File: src/rtl/stc_pkg.sv
// package: register map, field layout and shared types of the timer
package stc_pkg;

	// -----------------------------------------------------------------
	// register byte addresses
	// -----------------------------------------------------------------
	localparam logic [7:0] STC_ADDR_COUNT_LOW = 8'h00;
	localparam logic [7:0] STC_ADDR_COUNT_HIGH = 8'h04;
	localparam logic [7:0] STC_ADDR_FLAG = 8'h08;
	localparam logic [7:0] STC_ADDR_ENABLE = 8'h0c;
	localparam logic [7:0] STC_ADDR_CONTROL = 8'h10;
	localparam logic [7:0] STC_ADDR_PORT_DIR = 8'h14;
	localparam logic [7:0] STC_ADDR_PORT_EFF = 8'h18;

	// -----------------------------------------------------------------
	// field positions and reset values
	// -----------------------------------------------------------------
	localparam int STC_CTL_RUN = 0;
	localparam int STC_CTL_SRC = 1;
	localparam int STC_CTL_ASYNC = 2;
	localparam int STC_CTL_OSC = 3;
	localparam int STC_CTL_PRE_LO = 4;
	localparam int STC_FLAG_OVF = 0;
	localparam int STC_IE_OVF = 0;
	localparam logic [7:0] STC_CONTROL_RST = 8'h00;
	localparam logic [7:0] STC_PORT_DIR_RST = 8'hff;
	localparam logic [7:0] STC_COUNT_RST = 8'h00;
	localparam logic [15:0] STC_COUNT_MAX = 16'hffff;
	localparam logic [7:0] STC_LATE_FORCE = 8'h03;
	localparam logic [7:0] STC_EARLY_FORCE = 8'h02;

	// -----------------------------------------------------------------
	// timing
	// -----------------------------------------------------------------
	localparam int STC_CLK_HZ = 20000000;
	localparam logic [1:0] STC_QPHASE_LAST = 2'h3;
	localparam logic [2:0] STC_PRE_CNT_RST = 3'h0;

	// -----------------------------------------------------------------
	// types
	// -----------------------------------------------------------------
	typedef enum logic [6:0] {
		STC_SEL_NONE = 7'h00,
		STC_SEL_LOW = 7'h01,
		STC_SEL_HIGH = 7'h02,
		STC_SEL_FLAG = 7'h04,
		STC_SEL_IE = 7'h08,
		STC_SEL_CTL = 7'h10,
		STC_SEL_DIR = 7'h20,
		STC_SEL_EFF = 7'h40
	} stc_sel_t;

	typedef struct packed {
		logic psel;
		logic penable;
		logic pwrite;
		logic [7:0] paddr;
		logic [31:0] pwdata;
		logic [3:0] pstrb;
	} stc_apb_req_t;

	typedef struct packed {
		logic [31:0] prdata;
		logic pready;
		logic pslverr;
	} stc_apb_rsp_t;

	typedef struct packed {
		logic [7:0] cnt_hi;
		logic [7:0] cnt_lo;
		logic ovf_flag;
		logic ovf_ie;
		logic [7:0] ctrl;
		logic [7:0] dir;
		logic [7:0] dir_eff;
		logic [1:0] qphase;
		logic [31:0] rdata;
		logic rd_err;
	} stc_state_t;

endpackage : stc_pkg

File: src/rtl/stc_edge_detect.sv
// rising edge detector for the external count input
`timescale 1ns/10ps
`default_nettype none
module stc_edge_detect import stc_pkg::*; (
	// clock and reset
	input wire logic ref_clk,
	input wire logic srst,
	input wire logic ce,
	// level in, pulse out
	input wire logic level,
	output logic rise
);

	typedef struct packed {
		logic prev;
	} stc_edge_state_t;

	stc_edge_state_t st_ff;
	stc_edge_state_t nxt_st;

	always_comb begin
		nxt_st = st_ff;
		nxt_st.prev = level;
	end

	always_ff @(posedge ref_clk) begin
		if (srst) begin
			st_ff <= '0;
		end else if (ce) begin
			st_ff <= nxt_st;
		end
	end

	// pin is synchronous; one stage of history is enough
	assign rise = ce & level & ~st_ff.prev;

endmodule : stc_edge_detect
`default_nettype wire

File: src/rtl/stc_prescaler.sv
// programmable 1:1..1:8 prescaler on the selected count source
`timescale 1ns/10ps
`default_nettype none
module stc_prescaler import stc_pkg::*; (
	// clock and reset
	input wire logic ref_clk,
	input wire logic srst,
	input wire logic ce,
	// control
	input wire logic [1:0] ratio,
	input wire logic clear,
	// ticks
	input wire logic tick_in,
	output logic tick_out
);

	typedef struct packed {
		logic [2:0] cnt;
	} stc_pre_state_t;

	stc_pre_state_t st_ff;
	stc_pre_state_t nxt_st;
	logic [2:0] last;

	assign last = 3'(({1'b0, 2'h0} + 3'h1 << ratio) - 3'h1);
	assign tick_out = ce & tick_in & ~clear & (st_ff.cnt == last);

	always_comb begin
		nxt_st = st_ff;
		if (clear) begin
			nxt_st.cnt = STC_PRE_CNT_RST;
		end else if (tick_in) begin
			if (st_ff.cnt >= last) begin
				nxt_st.cnt = STC_PRE_CNT_RST;
			end else begin
				nxt_st.cnt = st_ff.cnt + 3'h1;
			end
		end
	end

	always_ff @(posedge ref_clk) begin
		if (srst) begin
			st_ff <= '0;
		end else if (ce) begin
			st_ff <= nxt_st;
		end
	end

endmodule : stc_prescaler
`default_nettype wire

File: src/rtl/stc_timer.sv
// sixteen-bit timer/counter with apb registers and overflow interrupt
//
// Design decision made here: register access over APB.
`timescale 1ns/10ps
`default_nettype none
module stc_timer import stc_pkg::*; #(
	parameter bit LATE_VARIANT = 1'b1
) (
	// clock, reset, enable
	input wire logic ref_clk,
	input wire logic srst,
	input wire logic ce,
	// apb slave
	input wire stc_apb_req_t apb_req,
	output stc_apb_rsp_t apb_rsp,
	// external count input and sleep state
	input wire logic ext_clk_in,
	input wire logic sleep_mode,
	// resets from the capture/compare units
	input wire logic ccp_a_reset,
	input wire logic ccp_b_reset,
	// outputs
	output logic irq,
	output logic wake_req,
	output logic [15:0] count_value,
	output logic [7:0] port_c_dir_eff
);

	// -----------------------------------------------------------------
	// address decode
	// -----------------------------------------------------------------
	function automatic stc_sel_t stc_decode(input logic [7:0] addr);
		stc_sel_t sel;
		sel = STC_SEL_NONE;
		if (addr == STC_ADDR_COUNT_LOW) begin
			sel = STC_SEL_LOW;
		end else if (addr == STC_ADDR_COUNT_HIGH) begin
			sel = STC_SEL_HIGH;
		end else if (addr == STC_ADDR_FLAG) begin
			sel = STC_SEL_FLAG;
		end else if (addr == STC_ADDR_ENABLE) begin
			sel = STC_SEL_IE;
		end else if (addr == STC_ADDR_CONTROL) begin
			sel = STC_SEL_CTL;
		end else if (addr == STC_ADDR_PORT_DIR) begin
			sel = STC_SEL_DIR;
		end else if (addr == STC_ADDR_PORT_EFF) begin
			sel = STC_SEL_EFF;
		end
		return sel;
	endfunction : stc_decode

	// -----------------------------------------------------------------
	// state
	// -----------------------------------------------------------------
	stc_state_t st_ff;
	stc_state_t nxt_st;

	stc_sel_t setup_sel;
	stc_sel_t acc_sel;
	logic setup_phase;
	logic acc_phase;
	logic wr_lo;
	logic wr_hi;
	logic wr_cnt;
	logic rd_flag;
	logic ext_rise;
	logic inst_tick;
	logic src_tick;
	logic src_allowed;
	logic pre_in;
	logic pre_tick;
	logic ccp_reset;
	logic [15:0] cnt_now;
	logic [15:0] cnt_inc;
	logic ovf_event;
	logic [7:0] force_mask;
	logic [7:0] wbyte;

	// -----------------------------------------------------------------
	// bus phases
	// -----------------------------------------------------------------
	assign setup_phase = apb_req.psel & ~apb_req.penable;
	assign acc_phase = ce & apb_req.psel & apb_req.penable;
	assign setup_sel = stc_decode(apb_req.paddr);
	assign acc_sel = stc_decode(apb_req.paddr);
	assign wbyte = apb_req.pwdata[7:0];
	assign wr_lo = acc_phase & apb_req.pwrite & apb_req.pstrb[0]
		& (acc_sel == STC_SEL_LOW);
	assign wr_hi = acc_phase & apb_req.pwrite & apb_req.pstrb[0]
		& (acc_sel == STC_SEL_HIGH);
	assign wr_cnt = wr_lo | wr_hi;
	assign rd_flag = acc_phase & ~apb_req.pwrite & (acc_sel == STC_SEL_FLAG);

	// zero wait states; a frozen block holds the bus off
	assign apb_rsp.pready = ce;
	assign apb_rsp.prdata = st_ff.rdata;
	assign apb_rsp.pslverr = acc_phase & (st_ff.rd_err
		| (apb_req.pwrite & (acc_sel == STC_SEL_EFF)));

	// -----------------------------------------------------------------
	// count sources
	// -----------------------------------------------------------------
	stc_edge_detect u_edge (
		.ref_clk(ref_clk),
		.srst(srst),
		.ce(ce),
		.level(ext_clk_in),
		.rise(ext_rise)
	);

	// one instruction cycle is four clocks; no phases run in sleep
	assign inst_tick = ~sleep_mode & (st_ff.qphase == STC_QPHASE_LAST);

	// in sleep only the unsynchronised external path keeps counting
	assign src_allowed = ~sleep_mode
		| (st_ff.ctrl[STC_CTL_SRC] & st_ff.ctrl[STC_CTL_ASYNC]);
	assign src_tick = st_ff.ctrl[STC_CTL_SRC] ? ext_rise : inst_tick;
	assign pre_in = st_ff.ctrl[STC_CTL_RUN] & src_allowed & src_tick;

	stc_prescaler u_pre (
		.ref_clk(ref_clk),
		.srst(srst),
		.ce(ce),
		.ratio(st_ff.ctrl[STC_CTL_PRE_LO +: 2]),
		.clear(wr_cnt),
		.tick_in(pre_in),
		.tick_out(pre_tick)
	);

	// -----------------------------------------------------------------
	// counter arithmetic
	// -----------------------------------------------------------------
	assign ccp_reset = ccp_a_reset | ccp_b_reset;
	assign cnt_now = {st_ff.cnt_hi, st_ff.cnt_lo};
	assign cnt_inc = cnt_now + 16'h0001;
	// a software write or a unit reset in the same cycle eats the tick
	assign ovf_event = pre_tick & ~wr_cnt & ~ccp_reset
		& (cnt_now == STC_COUNT_MAX);

	// the earlier variant leaves line zero to software
	assign force_mask = LATE_VARIANT ? STC_LATE_FORCE : STC_EARLY_FORCE;

	// -----------------------------------------------------------------
	// next state
	// -----------------------------------------------------------------
	always_comb begin
		nxt_st = st_ff;

		// instruction-cycle phase
		nxt_st.qphase = sleep_mode ? 2'h0 : st_ff.qphase + 2'h1;

		// counter: write wins, then unit reset, then increment
		if (wr_cnt) begin
			if (wr_lo) begin
				nxt_st.cnt_lo = wbyte;
			end
			if (wr_hi) begin
				nxt_st.cnt_hi = wbyte;
			end
		end else if (ccp_reset) begin
			nxt_st.cnt_hi = STC_COUNT_RST;
			nxt_st.cnt_lo = STC_COUNT_RST;
		end else if (pre_tick) begin
			nxt_st.cnt_hi = cnt_inc[15:8];
			nxt_st.cnt_lo = cnt_inc[7:0];
		end

		// overflow flag: read clears only a bit that was seen set
		if (acc_phase & apb_req.pwrite & apb_req.pstrb[0]
			& (acc_sel == STC_SEL_FLAG)) begin
			nxt_st.ovf_flag = wbyte[STC_FLAG_OVF];
		end else if (rd_flag & st_ff.rdata[STC_FLAG_OVF]) begin
			nxt_st.ovf_flag = 1'b0;
		end
		if (ovf_event) begin
			nxt_st.ovf_flag = 1'b1;
		end

		// plain control registers
		if (acc_phase & apb_req.pwrite & apb_req.pstrb[0]) begin
			if (acc_sel == STC_SEL_IE) begin
				nxt_st.ovf_ie = wbyte[STC_IE_OVF];
			end else if (acc_sel == STC_SEL_CTL) begin
				nxt_st.ctrl = wbyte;
			end else if (acc_sel == STC_SEL_DIR) begin
				nxt_st.dir = wbyte;
			end
		end

		// effective port direction follows next register values
		if (nxt_st.ctrl[STC_CTL_OSC]) begin
			nxt_st.dir_eff = nxt_st.dir | force_mask;
		end else begin
			nxt_st.dir_eff = nxt_st.dir;
		end

		// read data is captured in setup, shown in access
		if (setup_phase) begin
			nxt_st.rdata = 32'h0000_0000;
			nxt_st.rd_err = 1'b0;
			case (setup_sel)
				STC_SEL_LOW: begin
					nxt_st.rdata[7:0] = st_ff.cnt_lo;
				end
				STC_SEL_HIGH: begin
					nxt_st.rdata[7:0] = st_ff.cnt_hi;
				end
				STC_SEL_FLAG: begin
					nxt_st.rdata[STC_FLAG_OVF] = st_ff.ovf_flag | ovf_event;
				end
				STC_SEL_IE: begin
					nxt_st.rdata[STC_IE_OVF] = st_ff.ovf_ie;
				end
				STC_SEL_CTL: begin
					nxt_st.rdata[7:0] = st_ff.ctrl;
				end
				STC_SEL_DIR: begin
					nxt_st.rdata[7:0] = st_ff.dir;
				end
				STC_SEL_EFF: begin
					nxt_st.rdata[7:0] = st_ff.dir_eff;
				end
				default: begin
					nxt_st.rd_err = 1'b1;
				end
			endcase
		end
	end

	// -----------------------------------------------------------------
	// registers
	// -----------------------------------------------------------------
	always_ff @(posedge ref_clk) begin
		if (srst) begin
			st_ff.cnt_hi <= STC_COUNT_RST;
			st_ff.cnt_lo <= STC_COUNT_RST;
			st_ff.ovf_flag <= 1'b0;
			st_ff.ovf_ie <= 1'b0;
			st_ff.ctrl <= STC_CONTROL_RST;
			st_ff.dir <= STC_PORT_DIR_RST;
			st_ff.dir_eff <= STC_PORT_DIR_RST;
			st_ff.qphase <= 2'h0;
			st_ff.rdata <= 32'h0000_0000;
			st_ff.rd_err <= 1'b0;
		end else if (ce) begin
			st_ff <= nxt_st;
		end
	end

	// -----------------------------------------------------------------
	// outputs
	// -----------------------------------------------------------------
	assign irq = st_ff.ovf_flag & st_ff.ovf_ie;
	// synchronous modes have no clock in sleep, so cannot wake
	assign wake_req = sleep_mode & irq & st_ff.ctrl[STC_CTL_SRC]
		& st_ff.ctrl[STC_CTL_ASYNC];
	assign count_value = cnt_now;
	assign port_c_dir_eff = st_ff.dir_eff;

endmodule : stc_timer
`default_nettype wire

File: config.mk
export PLATFORM = sky130hd
export DESIGN_NAME = stc_timer
export DESIGN_NICKNAME = d
export VERILOG_FILES = /design/src/rtl/stc_pkg.sv /design/src/rtl/stc_edge_detect.sv /design/src/rtl/stc_prescaler.sv /design/src/rtl/stc_timer.sv
export SDC_FILE = /design/constraint.sdc
export NUM_CORES = 1
export LEC_CHECK = 0
export ABC_AREA = 1
export BUFFER_PORTS_ARGS = -buffer_cell sky130_fd_sc_hd__buf_2
export CORE_MARGIN = 5
export CORE_UTILIZATION = 46
export CTS_CLUSTER_SIZE = 10
export DETAILED_ROUTE_END_ITERATION = 10
export HOLD_SLACK_MARGIN = 0.06
export PLACE_DENSITY_LB_ADDON = 0.08
export SETUP_SLACK_MARGIN = 0.1
export SLEW_MARGIN = 20
export SYNTH_ARGS = -nofsm -noshare
export SYNTH_HDL_FRONTEND = slang
export SYNTH_SLANG_ARGS = --single-unit
File: constraint.sdc
create_clock -name ref_clk -period 1.85 [get_ports ref_clk]
set_clock_uncertainty 0.05 [all_clocks]
set_input_delay 0.185 -clock ref_clk [delete_from_list [all_inputs] [get_ports ref_clk]]
set_output_delay 0.185 -clock ref_clk [all_outputs]
set_load 0.05 [all_outputs]
==> results of run 1 <==
[layout make-up]
cell class                      count  area share, %
Multi-Input combinational cell    343           48.1
Clock buffer                        5           1.73
Sequential cell                    51           25.8
Timing Repair Buffer               96           14.7
Tap cell                           99           3.12
Inverter                           60           5.92
Clock inverter                      3          0.567
[placed cells by master (no fill, tap or decap), types with 7 or more instances in the layout]
| cell | Yosys | routed |
|---|---|---|
| conb_1 | 1 | 24 |
| o22ai_1 | 7 | 7 |
| o21ai_0 | 39 | 29 |
| inv_1 | 56 | 55 |
| nor2_1 | 38 | 33 |
| nor3_1 | 11 | 9 |
| nand2_1 | 105 | 102 |
| dfxtp_1 | 51 | 48 |
| buf_4 | 57 | 31 |
| nand3_1 | 21 | 19 |
| a21oi_1 | 40 | 37 |
| o21ai_2 | 0 | 9 |
| xor2_1 | 9 | 9 |
| buf_2 | 4 | 62 |
[where the power goes]
group | total [mW] | switching, mW | internal [mW] | leakage, nW
registers | 1.16 | 0.0302 | 1.13 | 0.416
logic | 0.496 | 0.372 | 0.124 | 1.38
clock network | 0.697 | 0.422 | 0.275 | 0.0489
[stage by stage]
step	cells	util [%]	hold WS [ns]	instance area [um^2]	setup TNS, ns
after CTS	654	53.4	0.0783	3830	0
final	657	55.3	0.0881	3970	0
after detailed placement	643	50.9	0.406	3650	-0.307
after global routing	657	55.3	0.0856	3970	-0.320
after global placement	643	50.9	0.402	3650	-0.0666
after floorplan	520	-	0.276	3460	0
[cell families (layout without fill, tap and decap cells)]
| kind of cell | after synthesis | after routing | share of synthesized area (%) |
|---|---|---|---|
| flops | 51 | 51 | 30.3 |
| xor+xnor | 10 | 10 | 2.60 |
| other cells | 1 | 24 | 0.111 |
| fa+ha+maj | 6 | 6 | 2.23 |
| simple gates | 196 | 198 | 26.0 |
| buf+inv | 128 | 164 | 21.2 |
| compound gates | 105 | 105 | 17.6 |
[layer usage]
metal | GRT usage (%) | vias to the layer above
met1 | 28.6 | 1549
met4 | 8.29 | 0
met3 | 3.55 | 33
met2 | 36.0 | 124
met5 | 0 | -
li1 | - | 1667
[worst max-delay path: stages, from the launching register on]
cell and delay, ns:
dfxtp_2 0.34, or2_4 0.25, ha_4 0.26, nand3_2 0.07, inv_2 0.09, nand3_4 0.11
nand2_8 0.12, nand3_4 0.13, inv_6 0.14, nand2_1 0.07, a21oi_1 0.12
[sequential cells by signal (all words and copies together) (netlist names)]
| name | count |
|---|---|
| count_value | 16 |
| st_ff | 21 |
| apb_rsp | 8 |
| port_c_dir_eff | 2 |
| u_edge.st_ff | 1 |
| u_pre.st_ff | 3 |
[how the worst max path moves through the flow]
stage / start / end / slack, ns / cells past startpoint
final: st_ff[55]$_SDFFE_PP0P_ / count_value[8]$_SDFFE_PP0P_ / 0.02 / 10
after global routing: st_ff[55]$_SDFFE_PP0P_ / count_value[9]$_SDFFE_PP0P_ / -0.05 / 10
after CTS: st_ff[55]$_SDFFE_PP0P_ / apb_rsp[2]$_SDFFE_PP0P_ / 0.04 / 11
after detailed placement: st_ff[55]$_SDFFE_PP0P_ / count_value[1]$_SDFFE_PP0P_ / -0.04 / 9
after global placement: st_ff[55]$_SDFFE_PP0P_ / count_value[14]$_SDFFE_PP0P_ / -0.02 / 10
after floorplan: st_ff[55]$_SDFFE_PP0P_ / count_value[0]$_SDFFE_PP0P_ / 0.10 / 10
[repair_timing]
action	4_1_cts	5_1_grt
pin swaps	4	18
setup endpoints to repair	20	21
cloned	2	0
gates resized for setup	15	37
buffers inserted	1	3
==> impl_results.md, run 1 <==
- Clk slew on worst S/H paths: 0.11 ns
- Sink Count: 51
- Pre-antenna DRT Iters: 6
- Sequential area share after synthesis: 30.3%
- Register area: 1020 um^2
- Crit path max fanout: 8
- Highest metal used: met4
- P&R area growth vs syn: 18.0%
- Crit Path Class: reg -> reg
- Hold path endpoint: u_edge.st_ff$_SDFFE_PP0P_
- Hold_buf cts: 0
- Setup violators final: 0
- Cells after Synth: 497
- Post-Syn Area: 3360 um^2
- Initial core utilization: 46.9%
- Slew Limit Fails: 0
- DRC Markers: 0
- Pwr/cell area: 592 nW/um^2
- Initial drt markers: 192
- Place WS: -0.0440 ns
- FP Rows: 31
- Wire length on met1: around 4300 um
- First-pass GRT wire length: 15300 um
- Tot Pwr: 2.35 mW
- Hold Path Class: in -> reg
- Vias: 3373
- CTS root buf: clkbuf_8
- Yosys top cell by area: dfxtp_1
- Startpoint types: register
- Synth async-reset ratio: 0%
- Final Cycle Share: 98.8%
- Worst-case clock buffer depth: 2
- Via/cell ratio: about 5
- Die width: 95.5 um
- Most common cell in the netlist: nand2_1
- # IOs: 114
- Capturing point of the worst reg2reg path: count_value[8]$_SDFFE_PP0P_
- Leak: 1.85 nW
- Die height: 95.5 um
- CP arrival: 2.03 ns
- Peak VDD IR: about 0.40 mV
- Largest net degree at the start of global routing: 31
- Layout cells sized above 1: around 28%
- Reg2Reg Setup Slack: between 0.02 and 0.025 ns
- Final min period: around 1.8 ns
- Worst Hold Path Cells: 3
- # fillers: 759
- Final GP Congestion: 0.948
- CTS Buf Count: 5
- H-tree levels: 2
- WL/cell: roughly 15 um
- Final setup margin: between 0.02 and 0.025 ns
- Fmax: approximately 550 MHz
- Largest cells by area after synthesis: dfxtp_1 (30%), buf_4 (13%), nand2_1 (12%)
- Core area: between 7000 and 8000 um^2
- Multi-input gate area: ~1900 um^2
- Crit path required time: 2.05 ns
- Final hold vios: 0
- Antenna-violating nets left: 0
- RR Startpoint: st_ff[55]$_SDFFE_PP0P_
- Top FF cell, synth: dfxtp_1
- Critical path capture point type: register
- All-Layer GR Usage: 21.9%
- Area fraction of the dominant cell type after synthesis: 30.3%
- Post-synth EDFFs: 0
- Worst skew pair latency: 0.32 ns
- Total Wirelength: 9880 um
- Number of global-route vias before repair: ~3200
- Yosys cell types: between 40 and 50
- I/O Buffers: 62
- Final net count: 617
- Number of diodes: 0
- Antenna violations before repair: 0
- Grt ovf: 0
- Status: completed
- FF+latch count, synth: 51
- Met2 WL: 4710 um
- CTS tree: built
- R2r worst-path depth: 10
- Max Cap Viol: 0
- Routed wl met3: 606 um
- Synthesis Warnings: 0
- RSZ-0062 raised after global routing: yes
- Post-DP HPWL: 7290 um
- Mean post-synth cell area: 6.77 um^2
- Die area: just over 9000 um^2
- Top cells by count, synth: nand2_1 (105), buf_4 (57), inv_1 (56)
- HP Start: ext_clk_in
(Power assumes the default switching activity.)
==> inputs of run 2 (changes only) <==
--- a/config.mk
+++ b/config.mk
@@ -6,8 +6,9 @@
 export NUM_CORES = 1
 export LEC_CHECK = 0
 export ABC_AREA = 1
+export ABC_CLOCK_PERIOD_IN_PS = 1850
 export BUFFER_PORTS_ARGS = -buffer_cell sky130_fd_sc_hd__buf_2
-export CORE_MARGIN = 5
+export CORE_MARGIN = 2
 export CORE_UTILIZATION = 46
 export CTS_CLUSTER_SIZE = 10
 export DETAILED_ROUTE_END_ITERATION = 10
==> impl_results.md, run 2 (synthesized netlist as in run 1, its figures left out) <==
- Fmax: 556 MHz
- Crit path max fanout: 5
- Initial drt markers: 224
- Total Wirelength: 9430 um
- FP Rows: 31
- WL/cell: ~14 um
- Die height: about 90 um
- Leak: ~1.9 nW
- # IOs: 114
- Sink Count: 51
- Clk slew on worst S/H paths: approximately 0.09 ns
- Placed cell count: between 600 and 700
- Hold_ws: 0.0954 ns
- Die width: 89.5 um
- Hold Path Class: in -> reg
- Antenna violations before repair: 0
- Post-Layout Cell Count: between 600 and 700
- Final GP Congestion: 0.869
- Core area: 7180 um^2
- Final min period: 1.80 ns
- Initial core utilization: 46.9%
- Vias: 3300
- Number of diodes: 0
- Worst Hold Path Cells: 3
- Slowest stage delay, CP: 0.33 ns
- Die area: 8010 um^2
- H-tree levels: 2
- Hold_buf cts: 0
- Critical path depth: 10
- Antenna-violating nets left: 0
- Crit Path Class: reg -> reg
- Final Cycle Share: 97.2%
- RR Startpoint: st_ff[55]$_SDFFE_PP0P_
- RSZ-0062 raised after global routing: yes
- Layout cells sized above 1: 27.0%
- Cell family with most CP delay: simple AND/OR/NAND/NOR gates
- Slew Limit Fails: 0
- Pre-antenna DRT Iters: 5
- Hold path endpoint: u_edge.st_ff$_SDFFE_PP0P_
- Startpoint types: register
- Via/cell ratio: 5.04
- CTS tree: built
- Worst skew pair latency: around 0.3 ns
- I/O Buffers: 62
- Max reg flops: 21
- Capturing point of the worst reg2reg path: count_value[8]$_SDFFE_PP0P_
- Number of global-route vias before repair: 2914
- Cell Chain, Critical Path: or2_4, ha_4, nand3_2, inv_2, nand3_4, nand2_8, nand3_4, buf_6, nand2_2, a21oi_2
- Biggest register: st_ff
- Critical path's slowest cell: dfxtp_2
- Final net count: approximately 620
- Pwr/cell area: a little over 600 nW/um^2
- Critical path capture point type: register
- Setup violators final: 0
- CP arrival: 1.93 ns
- Final hold vios: 0
- Status: completed
- First-pass GRT wire length: 14600 um
- Largest net degree at the start of global routing: 22
- Grt ovf: 0
- Worst-case clock buffer depth: 2
- Peak VDD IR: 0.339 mV
- CTS root buf: clkbuf_8
- CTS Buf Count: 5
- All-Layer GR Usage: between 20% and 30%
- R2r worst-path depth: 10
- Buffers and inverters on the worst path: 2
- Post-DP HPWL: 6920 um
- P&R area growth vs syn: 17.7%
- Commonest non-fill, non-tap cell in the layout: nand2_1
- HP Start: ext_clk_in
- Crit path required time: 1.99 ns
- Most frequent cells in the layout: nand2_1 (100), buf_2 (62), inv_1 (55)
- Max Cap Viol: 0
- CP dominant cell by count: nand3_4
- Reg2Reg Setup Slack: 0.05 ns
- DRC Markers: 0
-- run 2: cell count changes in the layout (fill, tap and decap cells not counted), sizes merged --
| cell | delta |
|---|---|
| clkbuf | +1 |
| bufinv | +1 |
| buf | -1 |
| clkinv | -1 |
| inv | -2 |
-- run 2: timing repair --
item,4_1_cts,5_1_grt
setup buffers,0,2
gates resized for setup,14,32
cloned,2,0
pin swaps,6,12
setup endpoints to repair,21,21
-- run 2: layout make-up --
class / instances / area, um^2
multi-input cells: 343 / 1890
clock buffers: 6 / 72.6
well taps: 99 / 124
clock inverters: 1 / 30.0
fillers: 732 / 3220
repair buffers: 95 / 578
inverters: 60 / 238
flip-flops and latches: 51 / 1020
-- run 2: worst max path at each step --
stage	to	slack, ns	from
finish	count_value[8]$_SDFFE_PP0P_	0.05	st_ff[55]$_SDFFE_PP0P_
global route	count_value[13]$_SDFFE_PP0P_	-0.03	st_ff[55]$_SDFFE_PP0P_
CTS	count_value[9]$_SDFFE_PP0P_	0.07	st_ff[55]$_SDFFE_PP0P_
detailed placement	count_value[14]$_SDFFE_PP0P_	-0.07	st_ff[55]$_SDFFE_PP0P_
global placement	count_value[14]$_SDFFE_PP0P_	-0.02	st_ff[55]$_SDFFE_PP0P_
floorplan	count_value[0]$_SDFFE_PP0P_	0.10	st_ff[55]$_SDFFE_PP0P_
-- run 2: report_power, final --
part / internal, mW / switching [mW]
registers: 1.13 / 0.0265
clock network: 0.398 / 0.380
logic: 0.121 / 0.371
total: 1.64 / 0.777
-- run 2: metal layers --
layer	GRT usage (%)	wire [um]	vias to the layer above
met2	39.5	4580	108
met5	0	0	-
li1	-	-	1660
met1	33.4	4280	1526
met4	5.02	63	0
met3	4.25	506	6
-- run 2: stage by stage --
step           area [um^2]  setup WS (ns)  utilization (%)  power (mW)  TNS [ns]
6_report              3960         0.0524             55.2        2.42         0
5_1_grt               3960        -0.0261             55.2        2.52    -0.132
2_1_floorplan         3460          0.105                -        1.58         0
4_1_cts               3830         0.0691             53.4        2.41         0
3_3_place_gp          3650        -0.0232             50.8        1.63    -0.149
3_5_place_dp          3650        -0.0665             50.8        1.63    -0.514
-- run 2: tightest hold or removal path: stages --
cell,delay [ns]
buf_2,0.09
nand2_1,0.07
a21oi_1,0.06
